<file path="config.mk">
export PLATFORM = sky130hd
export DESIGN_NAME = monitor_host_port_config
export DESIGN_NICKNAME = d
export VERILOG_FILES = /design/src/monitor_host_port_pkg.sv /design/src/pin_sync.sv /design/src/pulse_timer.sv /design/src/monitor_host_port_config.sv
export SDC_FILE = /design/constraint.sdc
export NUM_CORES = 2
export LEC_CHECK = 0
export BUFFER_PORTS_ARGS = -buffer_cell sky130_fd_sc_hd__buf_2
export CAP_MARGIN = 25
export CORE_MARGIN = 2
export CORE_UTILIZATION = 45
export DETAILED_ROUTE_END_ITERATION = 8
export GPL_TIMING_DRIVEN = 1
export PLACE_DENSITY = 0.62
export SLEW_MARGIN = 5
export SYNTH_ARGS = -nofsm -noshare
export SYNTH_HDL_FRONTEND = slang
export SYNTH_SLANG_ARGS = --single-unit
</file>
<file path="constraint.sdc">
create_clock -name clk -period 4.8 [get_ports clk]
set_input_delay 0.72 -clock clk [delete_from_list [all_inputs] [get_ports clk]]
set_output_delay 0.72 -clock clk [all_outputs]
set_load 0.03 [all_outputs]
</file>
<file path="src/monitor_host_port_pkg.sv">
/*
  Constants for the host register port of the hardware monitor: index map,
  power-on defaults, configuration bit positions and the reset pulse timing.
  Assumes a single 50 MHz clock.
*/
// Summary of operation
// - pointer port holds a 7-bit index selecting the data-port location
// - pointer bit 7 reads one while the device is busy
// - busy sets on a pointer write and during a serial transaction
// - data access clears pointer busy; serial busy ends with transaction
// - after power-on the index is 00h and busy is zero
// - registers sit at indices 40h to 49h as fixed map
// - access at 41h, 43h or 45h steps pointer to the paired register
// - boot-code window 00-1Fh steps per access, holding at 1Fh
// - value RAM at 20-3Fh and 60-7Fh; upper window steps to 7Fh
// - data port moves one byte to or from the selected location
// - configuration resets to 08h: interrupt clear set, monitoring off
// - configuration bit 0 runs monitoring, zero means standby
// - clearing start leaves interrupt pins asserted
// - bit 1 enables management interrupt, bit 2 host interrupt
// - bit 3 deasserts both interrupts and halts monitoring
// - bit 4 pulses reset low 20 ms if enabled, then self-clears
// - bit 5 selects non-maskable or ordinary host interrupt
// - bit 6 drives open-drain bypass output low
// - bit 7 reloads defaults except slave address, reads zero
// - index 49h: bit 0 is voltage id bit four, upper bits identity
// - capture port writes use their own boot-code pointer
// - second serial mask bit 7 enables the reset pulse
package monitor_host_port_pkg;
  // -------------------------------------------------------------------------
  // index map
  // -------------------------------------------------------------------------
  localparam logic [6:0] IDX_CONFIG = 7'h40;
  localparam logic [6:0] IDX_STAT_ONE = 7'h41;
  localparam logic [6:0] IDX_STAT_TWO = 7'h42;
  localparam logic [6:0] IDX_SMASK_ONE = 7'h43;
  localparam logic [6:0] IDX_SMASK_TWO = 7'h44;
  localparam logic [6:0] IDX_HMASK_ONE = 7'h45;
  localparam logic [6:0] IDX_HMASK_TWO = 7'h46;
  localparam logic [6:0] IDX_FAN_DIV = 7'h47;
  localparam logic [6:0] IDX_SLAVE_ADDR = 7'h48;
  localparam logic [6:0] IDX_IDENT = 7'h49;
  localparam logic [6:0] IDX_BOOT_LAST = 7'h1f;
  localparam logic [6:0] IDX_VALUE_LAST = 7'h7f;
  // -------------------------------------------------------------------------
  // power-on defaults
  // -------------------------------------------------------------------------
  localparam logic [7:0] CONFIG_RST = 8'h08;
  localparam logic [7:0] STAT_RST = 8'h00;
  localparam logic [7:0] MASK_RST = 8'h00;
  localparam logic [7:0] HMASK_TWO_RST = 8'h40;
  localparam logic [3:0] FAN_DIV_RST = 4'h5;
  localparam logic [7:0] SLAVE_ADDR_RST = 8'h2d;
  localparam logic [6:0] INDEX_RST = 7'h00;
  // -------------------------------------------------------------------------
  // field positions
  // -------------------------------------------------------------------------
  localparam int CFG_START = 0;
  localparam int CFG_SMI_EN = 1;
  localparam int CFG_HOST_EN = 2;
  localparam int CFG_IRQ_CLR = 3;
  localparam int CFG_RESET = 4;
  localparam int CFG_NMI_SEL = 5;
  localparam int CFG_BYPASS = 6;
  localparam int CFG_DEFAULTS = 7;
  localparam int SMASK2_RST_EN = 7;
  localparam int STAT2_OVERFLOW = 5;
  localparam int PTR_BUSY = 7;
  // -------------------------------------------------------------------------
  // timing
  // -------------------------------------------------------------------------
  localparam longint CLK_HZ = 50000000;
  localparam longint RESET_PULSE_MS = 20;
  localparam longint RESET_PULSE_CYCLES = (CLK_HZ * RESET_PULSE_MS + 999) / 1000;
endpackage : monitor_host_port_pkg

</file>
<file path="src/pin_sync.sv">
/*
  Three-stage synchroniser for a group of pin levels. A new level is taken
  only once stages two and three agree. Assumes asynchronous pin inputs.
*/
`timescale 1ns/1ns
module pin_sync #(
  parameter int WIDTH = 5
) (
  // clock and reset
  input wire logic clk,
  input wire logic sys_rst,
  // pins in, filtered levels out
  input wire logic [WIDTH-1:0] pinIn,
  output logic [WIDTH-1:0] levelOut
);
  typedef struct packed {
    logic [WIDTH-1:0] s1;
    logic [WIDTH-1:0] s2;
    logic [WIDTH-1:0] s3;
    logic [WIDTH-1:0] level;
  } sync_t;

  sync_t st_r;
  sync_t st_nxt;

  // shift chain; stage one is read only by stage two
  always_comb begin
    st_nxt = st_r;
    st_nxt.s1 = pinIn;
    st_nxt.s2 = st_r.s1;
    st_nxt.s3 = st_r.s2;
    st_nxt.level = (st_r.s2 & st_r.s3) | (st_r.level & (st_r.s2 | st_r.s3));
    if (sys_rst) begin
      st_nxt = '0;
    end
  end

  always_ff @(posedge clk) begin
    st_r <= st_nxt;
  end

  assign levelOut = st_r.level;
endmodule : pin_sync

</file>
<file path="src/pulse_timer.sv">
/*
  One-shot timer: a start pulse raises active for CYCLES clocks, then a done
  pulse follows. Starts while running are ignored.
*/
`timescale 1ns/1ns
module pulse_timer #(
  parameter int CYCLES = 1000000
) (
  // clock and reset
  input wire logic clk,
  input wire logic sys_rst,
  // control
  input wire logic start,
  output logic active,
  output logic done
);
  localparam int CW = $clog2(CYCLES + 1);
  localparam logic [CW-1:0] LAST = CW'(CYCLES - 1);

  typedef enum logic [0:0] {
    T_IDLE = 1'b0,
    T_RUN = 1'b1
  } tstate_t;

  typedef struct packed {
    tstate_t state;
    logic [CW-1:0] count;
    logic done;
  } timer_t;

  timer_t st_r;
  timer_t st_nxt;

  // idle waits for start, run counts to the last cycle
  always_comb begin
    st_nxt = st_r;
    st_nxt.done = 1'b0;
    case (st_r.state)
      T_IDLE: begin
        if (start) begin
          st_nxt.state = T_RUN;
          st_nxt.count = '0;
        end
      end
      T_RUN: begin
        if (st_r.count == LAST) begin
          st_nxt.state = T_IDLE;
          st_nxt.done = 1'b1;
        end else begin
          st_nxt.count = st_r.count + CW'(1);
        end
      end
      default: st_nxt.state = T_IDLE;
    endcase
    if (sys_rst) begin
      st_nxt = '0;
    end
  end

  always_ff @(posedge clk) begin
    st_r <= st_nxt;
  end

  assign active = (st_r.state == T_RUN);
  assign done = st_r.done;
endmodule : pulse_timer

</file>
<file path="src/monitor_host_port_config.sv">
/*
  Host register port and configuration register of the hardware monitor:
  index pointer with busy flag, data window, paired and RAM auto-increment,
  boot-code capture RAM, value RAM, interrupt outputs and reset pulse.
  Assumes host strobes are one-cycle pulses on clk from the bus front end,
  and that the monitoring loop and serial slave sit outside.
*/
`timescale 1ns/1ns
module monitor_host_port_config
  import monitor_host_port_pkg::*;
#(
  parameter longint RESET_CYCLES = RESET_PULSE_CYCLES,
  parameter logic [6:0] DEVICE_ID = 7'h2a // arbitrary identity value
) (
  // clock and reset
  input wire logic clk,
  input wire logic sys_rst,
  // host port: portSel 0 = index pointer, 1 = data window
  input wire logic hostWrStb,
  input wire logic hostRdStb,
  input wire logic hostPortSel,
  input wire logic [7:0] hostWrData,
  output logic [7:0] hostRdData,
  // boot-code capture port
  input wire logic bootCodeWrStb,
  input wire logic [7:0] bootCodeData,
  // monitoring loop and serial slave side
  input wire logic serialBusy,
  input wire logic [7:0] statusSetOne,
  input wire logic [6:0] statusSetTwo,
  output logic monitorRun,
  output logic [7:0] serialSlaveAddr,
  output logic [3:0] fanDivisor,
  // voltage id pins
  input wire logic [4:0] voltageIdPins,
  // interrupt pins, active low; nmiSelect is high for non-maskable
  output logic sysMgmtInterruptOut_n,
  output logic hostIrqOut_n,
  output logic nmiSelect,
  // open-drain reset and bypass pins
  output logic resetPinOut,
  output logic resetPinOe,
  output logic bypassPinOut,
  output logic bypassPinOe
);
  // -------------------------------------------------------------------------
  // state
  // -------------------------------------------------------------------------
  typedef struct packed {
    logic [6:0] indexBits;
    logic busyByPtr;
    logic [7:0] rdData;
    logic [7:0] cfg;
    logic [7:0] statOne;
    logic [7:0] statTwo;
    logic [7:0] smaskOne;
    logic [7:0] smaskTwo;
    logic [7:0] hmaskOne;
    logic [7:0] hmaskTwo;
    logic [3:0] fanDiv;
    logic [7:0] slaveAddr;
    logic [4:0] capturePtr;
    logic captureFull;
    logic [31:0][7:0] bootRam;
    logic [63:0][7:0] valueRam;
    logic pulseStarted;
    logic timerStart;
    logic resetOe;
    logic bypassOe;
    logic smiOut_n;
    logic hostOut_n;
    logic nmiSel;
    logic run;
  } port_t;

  port_t st_r;
  port_t st_nxt;

  logic [4:0] voltageId;
  logic timerActive;
  logic timerDone;

  // -------------------------------------------------------------------------
  // helpers
  // -------------------------------------------------------------------------
  // boot-code window test
  function automatic logic isBootRam(input logic [6:0] idx);
    return idx <= IDX_BOOT_LAST;
  endfunction : isBootRam

  // either value RAM window
  function automatic logic isValueRam(input logic [6:0] idx);
    return idx[5];
  endfunction : isValueRam

  // value RAM address folds both windows into 64 bytes
  function automatic logic [5:0] valueAddr(input logic [6:0] idx);
    return {idx[6], idx[4:0]};
  endfunction : valueAddr

  // pointer after a data access
  function automatic logic [6:0] stepIndex(input logic [6:0] idx);
    logic [6:0] res;
    res = idx;
    if (idx == IDX_STAT_ONE || idx == IDX_SMASK_ONE ||
        idx == IDX_HMASK_ONE) begin
      res = idx + 7'h01;
    end else if (isBootRam(idx)) begin
      if (idx != IDX_BOOT_LAST) begin
        res = idx + 7'h01;
      end
    end else if (idx[6:5] == 2'b11) begin
      if (idx != IDX_VALUE_LAST) begin
        res = idx + 7'h01;
      end
    end
    return res;
  endfunction : stepIndex

  // -------------------------------------------------------------------------
  // pins and reset pulse timer
  // -------------------------------------------------------------------------
  pin_sync #(
    .WIDTH(5)
  ) u_vid_sync (
    .clk(clk),
    .sys_rst(sys_rst),
    .pinIn(voltageIdPins),
    .levelOut(voltageId)
  );

  pulse_timer #(
    .CYCLES(int'(RESET_CYCLES))
  ) u_reset_timer (
    .clk(clk),
    .sys_rst(sys_rst),
    .start(st_r.timerStart),
    .active(timerActive),
    .done(timerDone)
  );

  // -------------------------------------------------------------------------
  // next state
  // -------------------------------------------------------------------------
  always_comb begin
    logic dataAcc;
    logic [7:0] rdByte;
    logic [7:0] pend1;
    logic [7:0] pend2;
    dataAcc = 1'b0;
    rdByte = 8'h00;
    pend1 = 8'h00;
    pend2 = 8'h00;
    st_nxt = st_r;
    st_nxt.timerStart = 1'b0;
    dataAcc = hostPortSel && (hostWrStb || hostRdStb);

    // read mux for the data window
    if (isBootRam(st_r.indexBits)) begin
      rdByte = st_r.bootRam[st_r.indexBits[4:0]];
    end else if (isValueRam(st_r.indexBits)) begin
      rdByte = st_r.valueRam[valueAddr(st_r.indexBits)];
    end else if (st_r.indexBits == IDX_CONFIG) begin
      rdByte = st_r.cfg;
    end else if (st_r.indexBits == IDX_STAT_ONE) begin
      rdByte = st_r.statOne;
    end else if (st_r.indexBits == IDX_STAT_TWO) begin
      rdByte = st_r.statTwo;
    end else if (st_r.indexBits == IDX_SMASK_ONE) begin
      rdByte = st_r.smaskOne;
    end else if (st_r.indexBits == IDX_SMASK_TWO) begin
      rdByte = st_r.smaskTwo;
    end else if (st_r.indexBits == IDX_HMASK_ONE) begin
      rdByte = st_r.hmaskOne;
    end else if (st_r.indexBits == IDX_HMASK_TWO) begin
      rdByte = st_r.hmaskTwo;
    end else if (st_r.indexBits == IDX_FAN_DIV) begin
      rdByte = {st_r.fanDiv, voltageId[3:0]};
    end else if (st_r.indexBits == IDX_SLAVE_ADDR) begin
      rdByte = st_r.slaveAddr;
    end else if (st_r.indexBits == IDX_IDENT) begin
      rdByte = {DEVICE_ID, voltageId[4]};
    end else begin
      rdByte = 8'h00; // unmapped reads as zero
    end

    // host reads: pointer port shows busy in bit 7
    if (hostRdStb && !hostPortSel) begin
      st_nxt.rdData = {st_r.busyByPtr | serialBusy,
                       st_r.indexBits};
    end else if (hostRdStb) begin
      st_nxt.rdData = rdByte;
    end

    // pointer write sets busy, data access clears it
    if (hostWrStb && !hostPortSel) begin
      st_nxt.indexBits = hostWrData[6:0];
      st_nxt.busyByPtr = 1'b1;
    end else if (dataAcc) begin
      st_nxt.busyByPtr = 1'b0;
      st_nxt.indexBits = stepIndex(st_r.indexBits);
    end

    // status registers clear on read, new events win
    if (hostRdStb && hostPortSel && st_r.indexBits == IDX_STAT_ONE) begin
      st_nxt.statOne = 8'h00;
    end
    if (hostRdStb && hostPortSel && st_r.indexBits == IDX_STAT_TWO) begin
      st_nxt.statTwo = 8'h00;
    end
    pend1 = statusSetOne;
    pend2 = {1'b0, statusSetTwo};

    // boot-code capture with its own pointer
    if (bootCodeWrStb) begin
      st_nxt.bootRam[st_r.capturePtr] = bootCodeData;
      if (st_r.capturePtr == IDX_BOOT_LAST[4:0]) begin
        st_nxt.captureFull = 1'b1;
        pend2[STAT2_OVERFLOW] = 1'b1;
      end else begin
        st_nxt.capturePtr = st_r.capturePtr + 5'h01;
      end
    end
    st_nxt.statOne = st_nxt.statOne | pend1;
    st_nxt.statTwo = st_nxt.statTwo | pend2;

    // host data writes; status and identity are read only
    if (hostWrStb && hostPortSel) begin
      if (isBootRam(st_r.indexBits)) begin
        st_nxt.bootRam[st_r.indexBits[4:0]] = hostWrData;
      end else if (isValueRam(st_r.indexBits)) begin
        st_nxt.valueRam[valueAddr(st_r.indexBits)] = hostWrData;
      end else if (st_r.indexBits == IDX_CONFIG) begin
        st_nxt.cfg = hostWrData;
        st_nxt.cfg[CFG_DEFAULTS] = 1'b0;
        if (!hostWrData[CFG_RESET]) begin
          st_nxt.pulseStarted = 1'b0;
        end
      end else if (st_r.indexBits == IDX_SMASK_ONE) begin
        st_nxt.smaskOne = hostWrData;
      end else if (st_r.indexBits == IDX_SMASK_TWO) begin
        st_nxt.smaskTwo = hostWrData;
      end else if (st_r.indexBits == IDX_HMASK_ONE) begin
        st_nxt.hmaskOne = hostWrData;
      end else if (st_r.indexBits == IDX_HMASK_TWO) begin
        st_nxt.hmaskTwo = hostWrData;
      end else if (st_r.indexBits == IDX_FAN_DIV) begin
        st_nxt.fanDiv = hostWrData[7:4];
      end else if (st_r.indexBits == IDX_SLAVE_ADDR) begin
        st_nxt.slaveAddr = hostWrData;
      end
    end

    // reset pulse starts once when requested and enabled
    if (st_r.cfg[CFG_RESET] && st_r.smaskTwo[SMASK2_RST_EN] &&
        !st_r.pulseStarted && !timerActive) begin
      st_nxt.timerStart = 1'b1;
      st_nxt.pulseStarted = 1'b1;
    end
    st_nxt.resetOe = timerActive;
    if (timerDone) begin
      st_nxt.cfg[CFG_RESET] = 1'b0;
      st_nxt.pulseStarted = 1'b0;
    end

    // soft reload of defaults, slave address kept
    if (hostWrStb && hostPortSel && st_r.indexBits == IDX_CONFIG &&
        hostWrData[CFG_DEFAULTS]) begin
      st_nxt.cfg = CONFIG_RST;
      st_nxt.statOne = STAT_RST;
      st_nxt.statTwo = STAT_RST;
      st_nxt.smaskOne = MASK_RST;
      st_nxt.smaskTwo = MASK_RST;
      st_nxt.hmaskOne = MASK_RST;
      st_nxt.hmaskTwo = HMASK_TWO_RST;
      st_nxt.fanDiv = FAN_DIV_RST;
      st_nxt.capturePtr = 5'h00;
      st_nxt.captureFull = 1'b0;
    end

    // interrupt pins: enable, pending unmasked status, clear bit overrides
    st_nxt.smiOut_n = !(st_r.cfg[CFG_SMI_EN] && !st_r.cfg[CFG_IRQ_CLR] &&
      (|(st_r.statOne & ~st_r.smaskOne) ||
       |(st_r.statTwo[6:0] & ~st_r.smaskTwo[6:0])));
    st_nxt.hostOut_n = !(st_r.cfg[CFG_HOST_EN] && !st_r.cfg[CFG_IRQ_CLR] &&
      (|(st_r.statOne & ~st_r.hmaskOne) ||
       |(st_r.statTwo[6:0] & ~st_r.hmaskTwo[6:0])));
    st_nxt.nmiSel = st_r.cfg[CFG_NMI_SEL];
    st_nxt.bypassOe = st_r.cfg[CFG_BYPASS];
    st_nxt.run = st_r.cfg[CFG_START] &&
                 !st_r.cfg[CFG_IRQ_CLR];

    // power-on state; RAM contents are not cleared
    if (sys_rst) begin
      st_nxt.indexBits = INDEX_RST;
      st_nxt.busyByPtr = 1'b0;
      st_nxt.rdData = 8'h00;
      st_nxt.cfg = CONFIG_RST;
      st_nxt.statOne = STAT_RST;
      st_nxt.statTwo = STAT_RST;
      st_nxt.smaskOne = MASK_RST;
      st_nxt.smaskTwo = MASK_RST;
      st_nxt.hmaskOne = MASK_RST;
      st_nxt.hmaskTwo = HMASK_TWO_RST;
      st_nxt.fanDiv = FAN_DIV_RST;
      st_nxt.slaveAddr = SLAVE_ADDR_RST;
      st_nxt.capturePtr = 5'h00;
      st_nxt.captureFull = 1'b0;
      st_nxt.pulseStarted = 1'b0;
      st_nxt.timerStart = 1'b0;
      st_nxt.resetOe = 1'b0;
      st_nxt.bypassOe = 1'b0;
      st_nxt.smiOut_n = 1'b1;
      st_nxt.hostOut_n = 1'b1;
      st_nxt.nmiSel = 1'b0;
      st_nxt.run = 1'b0;
    end
  end

  // -------------------------------------------------------------------------
  // register and outputs
  // -------------------------------------------------------------------------
  always_ff @(posedge clk) begin
    st_r <= st_nxt;
  end

  // every output except the open-drain data lines is a state bit; those two are constant low
  assign hostRdData = st_r.rdData;
  assign monitorRun = st_r.run;
  assign serialSlaveAddr = st_r.slaveAddr;
  assign fanDivisor = st_r.fanDiv;
  assign sysMgmtInterruptOut_n = st_r.smiOut_n;
  assign hostIrqOut_n = st_r.hostOut_n;
  assign nmiSelect = st_r.nmiSel;
  assign resetPinOut = 1'b0;
  assign resetPinOe = st_r.resetOe;
  assign bypassPinOut = 1'b0;
  assign bypassPinOe = st_r.bypassOe;
endmodule : monitor_host_port_config

</file>
== After elaboration in Yosys (flattened, before gate mapping) ==
Cells that the tools add are included.

* Order comparisons: 7
* Equal/unequal tests: 21
* Reduce and logical (&&, ||, !) cells: 57
* Add/subtract/negate cells: 3
* Bitwise logic cells: 25
* Mux-type cells: 52

{| class="wikitable"
|+ Operator list
! operator !! count
|-
| 2-to-1 mux 769 bit || 1
|-
| 2-to-1 mux 513 bit || 1
|-
| bitwise mux 256 bit || 2
|-
| bitwise mux 512 bit || 1
|-
| 2-to-1 mux 256 bit || 2
|-
| 2-to-1 mux 512 bit || 1
|-
| 2-to-1 mux 8 bit || 22
|-
| demux 8 bit (select 5 bit) || 2
|-
| equality test 7 bit (second input constant) || 10
|-
| binary-select mux 8 bit (select 6 bit) || 1
|-
| demux 8 bit (select 6 bit) || 1
|-
| 2-to-1 mux 7 bit || 6
|-
| one-hot mux 21 bit (2 select lines) || 1
|-
| binary-select mux 8 bit (select 5 bit) || 1
|-
| 2-to-1 mux 21 bit || 1
|-
| adder 20 x 1 -> 20 bit (second input constant) || 1
|-
| equality test 20 bit (second input constant) || 1
|-
| logical AND 1 bit || 20
|-
| 2-to-1 mux 20 bit || 1
|-
| AND 8 bit || 2
|-
| inverter 8 bit || 2
|-
| OR reduction 8 bit || 2
|-
| AND 7 bit || 2
|-
| inverter 7 bit || 2
|-
| other kinds (38) || 79
|}

* Output and inout bits: 28
* Flip-flop bits (word level): 906
* Word-level logic and storage cells: 290
* Input port bits: 43

== Logic depth before layout (Yosys ltp) ==
* Word-level depth: 15
* Gate-level depth with buffers: 14
* Mapped depth without buffers: 9

== Hierarchy ==
From an unflattened synthesis, not the netlist that was laid out.

* Cell total of the unflattened synthesis: 3470
* Area total of the unflattened synthesis: 39980.8 sq um

{| class="wikitable"
|+ By module, submodules not included
! module !! instances !! area each (sq um) !! seq. area each (sq um) !! cells each
|-
| monitor_host_port_config || 1 || 38071.5 || 22401.5 || 3265
|-
| pulse_timer || 1 || 1248.7 || 440.4 || 148
|-
| pin_sync || 1 || 660.6 || 400.4 || 57
|}

== Worst setup path after synthesis ==
Ideal clock, no wire load.

* Path kind: register to register
* Start: register st_r[859] in the netlist's numbering
* End: register st_r (netlist bit hostRdData[5])
* Buffers on the path: 5
* Path slack: 1.792 ns
* Period minus slack after synthesis: 3.008 ns
* Data required time: 4.666 ns
* Arrival time: 2.874 ns
* Stages on the path, launching flop included: 15
* Library setup time: 0.134 ns
* Path through: dfxtp_1 buf_2 buf_2 inv_1 buf_2 buf_1 ha_1 clkbuf_1 nor2b_1 nand2_1 o32a_1 o211ai_1 a31oi_1 nor4_1 a211oi_1

* Word-level cells in the longest chain between the ends: 14
* Elaborated cells on any way between the ends: 27
* Those cells by class: order compare: 1; eq/ne: 9; mux: 17

{| class="wikitable"
|+ Ends and longest elaborated chain
! what !! line !! source
|-
| from (decl) || monitor_host_port_config.sv:76 || <nowiki>port_t st_r;</nowiki>
|-
| from (signal assigned) || monitor_host_port_config.sv:324 || <nowiki>st_r <= st_nxt;</nowiki>
|-
| equality test 7 bit || monitor_host_port_config.sv:179 || <nowiki>end else if (st_r.indexBits == IDX_SLAVE_ADDR) begin</nowiki>
|-
| 2-to-1 mux 8 bit || monitor_host_port_config.sv:179 ||
|-
| 2-to-1 mux 8 bit || monitor_host_port_config.sv:177 || <nowiki>end else if (st_r.indexBits == IDX_FAN_DIV) begin</nowiki>
|-
| 2-to-1 mux 8 bit || monitor_host_port_config.sv:175 || <nowiki>end else if (st_r.indexBits == IDX_HMASK_TWO) begin</nowiki>
|-
| 2-to-1 mux 8 bit || monitor_host_port_config.sv:173 || <nowiki>end else if (st_r.indexBits == IDX_HMASK_ONE) begin</nowiki>
|-
| 2-to-1 mux 8 bit || monitor_host_port_config.sv:171 || <nowiki>end else if (st_r.indexBits == IDX_SMASK_TWO) begin</nowiki>
|-
| 2-to-1 mux 8 bit || monitor_host_port_config.sv:169 || <nowiki>end else if (st_r.indexBits == IDX_SMASK_ONE) begin</nowiki>
|-
| 2-to-1 mux 8 bit || monitor_host_port_config.sv:167 || <nowiki>end else if (st_r.indexBits == IDX_STAT_TWO) begin</nowiki>
|-
| 2-to-1 mux 8 bit || monitor_host_port_config.sv:165 || <nowiki>end else if (st_r.indexBits == IDX_STAT_ONE) begin</nowiki>
|-
| 2-to-1 mux 8 bit || monitor_host_port_config.sv:163 || <nowiki>end else if (st_r.indexBits == IDX_CONFIG) begin</nowiki>
|-
| 2-to-1 mux 8 bit || monitor_host_port_config.sv:161 || <nowiki>end else if (isValueRam(st_r.indexBits)) begin</nowiki>
|-
| 2-to-1 mux 8 bit * || monitor_host_port_config.sv:159 || <nowiki>if (isBootRam(st_r.indexBits)) begin</nowiki>
|-
| 2-to-1 mux 8 bit * || monitor_host_port_config.sv:191 || <nowiki>end else if (hostRdStb) begin</nowiki>
|-
| 2-to-1 mux 8 bit * || monitor_host_port_config.sv:188 || <nowiki>if (hostRdStb && !hostPortSel) begin</nowiki>
|}

Mark *: on every way between the ends. The rest lies on a longest branch, timed or not. The select of a mux whose other input is x is not followed.
A chain may end at the register's enable or synchronous reset.

== Worst setup path in the final report ==
* Start: register st_r[862] in the netlist's numbering
* End: register st_r (netlist bit serialSlaveAddr[5])

* Word-level cells in the longest chain between the ends: 3
* Elaborated cells on any way between the ends: 16
* Those cells by class: order compare: 1; eq/ne: 7; bitwise: 7; reduce/logical: 1

{| class="wikitable"
|+ Ends and longest elaborated chain
! what !! line !! source
|-
| less-or-equal comparator 7 x 5 -> 1 bit (tied with other cells) || monitor_host_port_config.sv:88 || <nowiki>return idx <= IDX_BOOT_LAST;</nowiki>
|-
| inverter 1 bit (no line) || n/a ||
|-
| AND reduction 10 bit (no line) * || n/a ||
|}

Mark *: on every way between the ends. The rest lies on a longest branch, timed or not.

==> metrics.txt <==
# TYPE chip_impl_metric gauge
chip_impl_metric{name="setup_violations",unit=""} 0
chip_impl_metric{name="crit_path_max_fanout",unit=""} 27
chip_impl_metric{name="ctsHtreeMaxLevel",unit=""} 3
chip_impl_metric{name="synth_seq_cells",unit=""} 905
chip_impl_metric{name="synthesis.yosys.warnings",unit=""} 0
chip_impl_metric{name="grt_antenna_before_repair",unit=""} 6
chip_impl_metric{name="num-nets-final",unit=""} 3507
chip_impl_metric{name="floorplan.die.height",unit="µm"} 301
chip_impl_metric{name="post-place-cells",unit=""} 4513
chip_impl_metric{name="syn_to_final_growth",unit="%"} 10.9
chip_impl_metric{name="total_cell_area_at_the_placement_stage",unit="mm²"} 0.0409
chip_impl_metric{name="vdd_ir_drop_max",unit="mV"} 0.390
chip_impl_metric{name="post_cts_buffers",unit=""} 0
chip_impl_info{name="timing.critical_path.slowest_stage_cell",value="sky130_fd_sc_hd__dfxtp_2"} 1
chip_impl_info{name="timing.critical_path.from_type",value="register"} 1
chip_impl_info{name="worstHoldPathType",value="input pin to register"} 1
chip_impl_metric{name="design.die.area",unit="mm²"} 0.0905
chip_impl_metric{name="number_of_cell_rows",unit=""} 108
chip_impl_metric{name="distinct_cell_type_count_after_synthesis",unit=""} 94
chip_impl_metric{name="wl_per_cell",unit="µm"} 28.1
chip_impl_metric{name="cts_buffers",unit=""} 93
chip_impl_metric{name="dp_hpwl",unit="µm"} 84000
chip_impl_metric{name="grt_max_degree",unit=""} 77
chip_impl_info{name="path_cells",value="nor2b_1 -> and4_1 -> nand4_1 -> a211o_1"} 1
chip_impl_info{name="clock_tree.root_cell",value="sky130_fd_sc_hd__clkbuf_16"} 1
chip_impl_metric{name="finalPower",unit="mW"} 18.1
chip_impl_metric{name="post_synth_instance_area",unit="mm²"} 0.0396
chip_impl_info{name="synthMostInstantiatedCell",value="sky130_fd_sc_hd__edfxtp_1"} 1
chip_impl_metric{name="drive_above_1_share",unit="%"} 13.3
chip_impl_metric{name="die_width",unit="µm"} 301
chip_impl_metric{name="route.antenna.remaining_nets",unit=""} 0
chip_impl_metric{name="setup-tns-final",unit="ps"} 0
chip_impl_metric{name="number_of_synthesized_flops_with_an_enable_pin",unit=""} 512
chip_impl_metric{name="globalplace.congestion",unit=""} 0.944
chip_impl_metric{name="core_area",unit="mm²"} 0.0870
chip_impl_metric{name="fin_util",unit="%"} 50.5
chip_impl_metric{name="power_density",unit="mW/mm²"} 412
chip_impl_metric{name="fin_worst_skew",unit="ps"} 35.0
chip_impl_info{name="unrepaired_setup_endpoints_after_global_routing",value="false"} 1
chip_impl_info{name="ys_dominant_reg_cell",value="sky130_fd_sc_hd__edfxtp_1"} 1
chip_impl_metric{name="num-fill-cells",unit=""} 7720
chip_impl_metric{name="first_pass_iteration_count_of_the_detailed_router",unit=""} 8
chip_impl_metric{name="pre_cts_ws",unit="ps"} 1260
chip_impl_metric{name="setup_slack",unit="ps"} 1160
chip_impl_metric{name="p_leak",unit="nW"} 15.7
chip_impl_metric{name="buffer_ports.inserted",unit=""} 68
chip_impl_info{name="yosys-top-cells-count",value="512 x sky130_fd_sc_hd__edfxtp_1, 502 x sky130_fd_sc_hd__nor2_1, 393 x sky130_fd_sc_hd__dfxtp_1, 387 x sky130_fd_sc_hd__mux2i_1, 385 x sky130_fd_sc_hd__a21oi_1"} 1
chip_impl_metric{name="synth_top_area_share",unit="%"} 38.8
chip_impl_metric{name="routed_via_density",unit=""} 6.18
chip_impl_metric{name="tightestPinTransition",unit="ps"} 1090
chip_impl_metric{name="cts_resized",unit=""} 0
chip_impl_metric{name="global_route_wire_length_before_repair",unit="µm"} 189000
chip_impl_metric{name="cts_num_sinks",unit=""} 905
chip_impl_info{name="status",value="finished, final reports clean"} 1
chip_impl_metric{name="totalWireLength",unit="µm"} 131000
chip_impl_metric{name="grt_overflow",unit=""} 0
chip_impl_metric{name="maxCapViolCount",unit=""} 0
chip_impl_info{name="tritoncts",value="built"} 1
chip_impl_metric{name="floorplan.initialDensity",unit="%"} 45.5
chip_impl_metric{name="cp_data_required_time",unit="ps"} 5340
chip_impl_metric{name="grt_overall_usage",unit="%"} 28.5
chip_impl_metric{name="clock_insertion_delay_worst_skew",unit="ps"} 680
chip_impl_metric{name="timing.slew.headroom",unit="%"} 27.1
chip_impl_metric{name="clock_tree.buffer_depth",unit=""} 3
chip_impl_info{name="yosys-top-cells-area",value="sky130_fd_sc_hd__edfxtp_1 39%, sky130_fd_sc_hd__dfxtp_1 20%, sky130_fd_sc_hd__mux2i_1 9.8%, sky130_fd_sc_hd__a21oi_1 4.9%, sky130_fd_sc_hd__nor2_1 4.8%"} 1
chip_impl_metric{name="top_level_pins",unit=""} 71
chip_impl_metric{name="cp_slowest_stage_delay",unit="ps"} 880
chip_impl_metric{name="timing_hold_violations_final",unit=""} 0
chip_impl_info{name="synthDominantAreaCellType",value="sky130_fd_sc_hd__edfxtp_1"} 1
chip_impl_metric{name="routed-via-count",unit=""} 28900
chip_impl_metric{name="detail_route.iter0.violations",unit=""} 3805
chip_impl_metric{name="worst_setup_hold_path_clk_slew",unit="ps"} 60
chip_impl_metric{name="finalInstanceArea",unit="mm²"} 0.0440
chip_impl_info{name="end_kind",value="register"} 1
chip_impl_metric{name="yosysSeqAreaShare",unit="%"} 58.6
chip_impl_metric{name="timing.final.crit_share",unit="%"} 75.8
chip_impl_metric{name="timing.critical_path.arrival",unit="ps"} 4180
chip_impl_metric{name="report.final.slew_viol_count",unit=""} 0
chip_impl_metric{name="number_of_drc_violations_after_detailed_routing",unit=""} 0
chip_impl_info{name="worst-setup-path-type",value="register to register"} 1
chip_impl_metric{name="final-seq-area",unit="mm²"} 0.0233
chip_impl_metric{name="vias_in_the_first_global_route",unit=""} 26700
chip_impl_metric{name="syn-instance-count",unit=""} 3454
chip_impl_metric{name="fmaxAchievable",unit="MHz"} 275
chip_impl_metric{name="stdcell_count",unit=""} 4675
chip_impl_metric{name="synth_async_sr_flop_share",unit="%"} 0
chip_impl_metric{name="multi_input_comb_area",unit="mm²"} 0.0149
chip_impl_metric{name="fin_hold_ws",unit="ps"} 256
chip_impl_metric{name="synthesized_area_divided_by_synthesized_cell_count",unit="µm²"} 11.5
chip_impl_metric{name="post_cts_hold_buffer_count",unit=""} 0
chip_impl_metric{name="layout_min_cycle_time",unit="ps"} 3640
## routing by layer
metal,track usage [%],vias up,wire length [µm]
li1,-,12800,-
met1,40.8,14100,55000
met2,41.9,1629,56800
met3,6.37,326,14000
met4,11.2,6,5550
met5,0,-,37
## power by group
group	internal [mW]	switching [mW]
Sequential	8.53	0.259
Combinational	0.712	1.33
Clock	4.19	3.07
Total	13.4	4.66
## worst paths after layout
kind | start | cells after the start | slack (ps) | endpoint
max | st_r[862] | 4 | 1160 | serialSlaveAddr[5]
min | statusSetOne[0] | 3 | 260 | st_r[834]
max reg2reg | st_r[862] | 4 | 1160 | serialSlaveAddr[5]
min reg2reg | u_vid_sync.st_r[15] | 1 | 430 | u_vid_sync.st_r[10]
## layout by cell type, fill, tap and decap left out, drive strengths merged, types with 21 or more instances in the layout
cell | Yosys | layout
mux2i | 387 | 387
a21oi | 385 | 385
nor2b | 36 | 36
a221oi | 81 | 81
mux2 | 59 | 59
nor3 | 29 | 29
o21ai | 84 | 84
edfxtp | 512 | 512
nand3 | 57 | 57
dfxtp | 393 | 393
buf | 184 | 178
mux4 | 21 | 21
a211oi | 29 | 29
inv | 34 | 37
nand2 | 177 | 177
a22oi | 68 | 68
nor2 | 506 | 506
clkbuf | 91 | 130
o22ai | 26 | 26
## final cells by class
type / count / area share (%)
Clock buffer: 130 / 5.99
Timing Repair Buffer: 179 / 2.83
Antenna cell: 2 / 0.0114
Sequential cell: 905 / 52.9
Inverter: 35 / 0.299
Clock inverter: 29 / 0.831
Tap cell: 1155 / 3.29
Multi-Input combinational cell: 2240 / 33.8
## worst max-delay path, delay by kind of cell (launching register included)
family	cells	cell delay (ps)
DFF	1	880
AOI/OAI and AO/OA	1	490
and+or+nand+nor	3	2120
## logic make-up (layout without fill, tap and decap cells)
kind of cell | Yosys count | after routing | share of synthesized area [%]
other cells | 1 | 4 | 0.00946
fa+ha+maj | 10 | 10 | 0.316
simple gates | 917 | 917 | 10.7
compound gates | 833 | 833 | 13.5
mux | 467 | 467 | 12.6
flops | 905 | 905 | 58.6
buf+inv | 310 | 373 | 3.94
xor+xnor | 11 | 11 | 0.243
No activity file was read; power rests on OpenSTA's default activity.
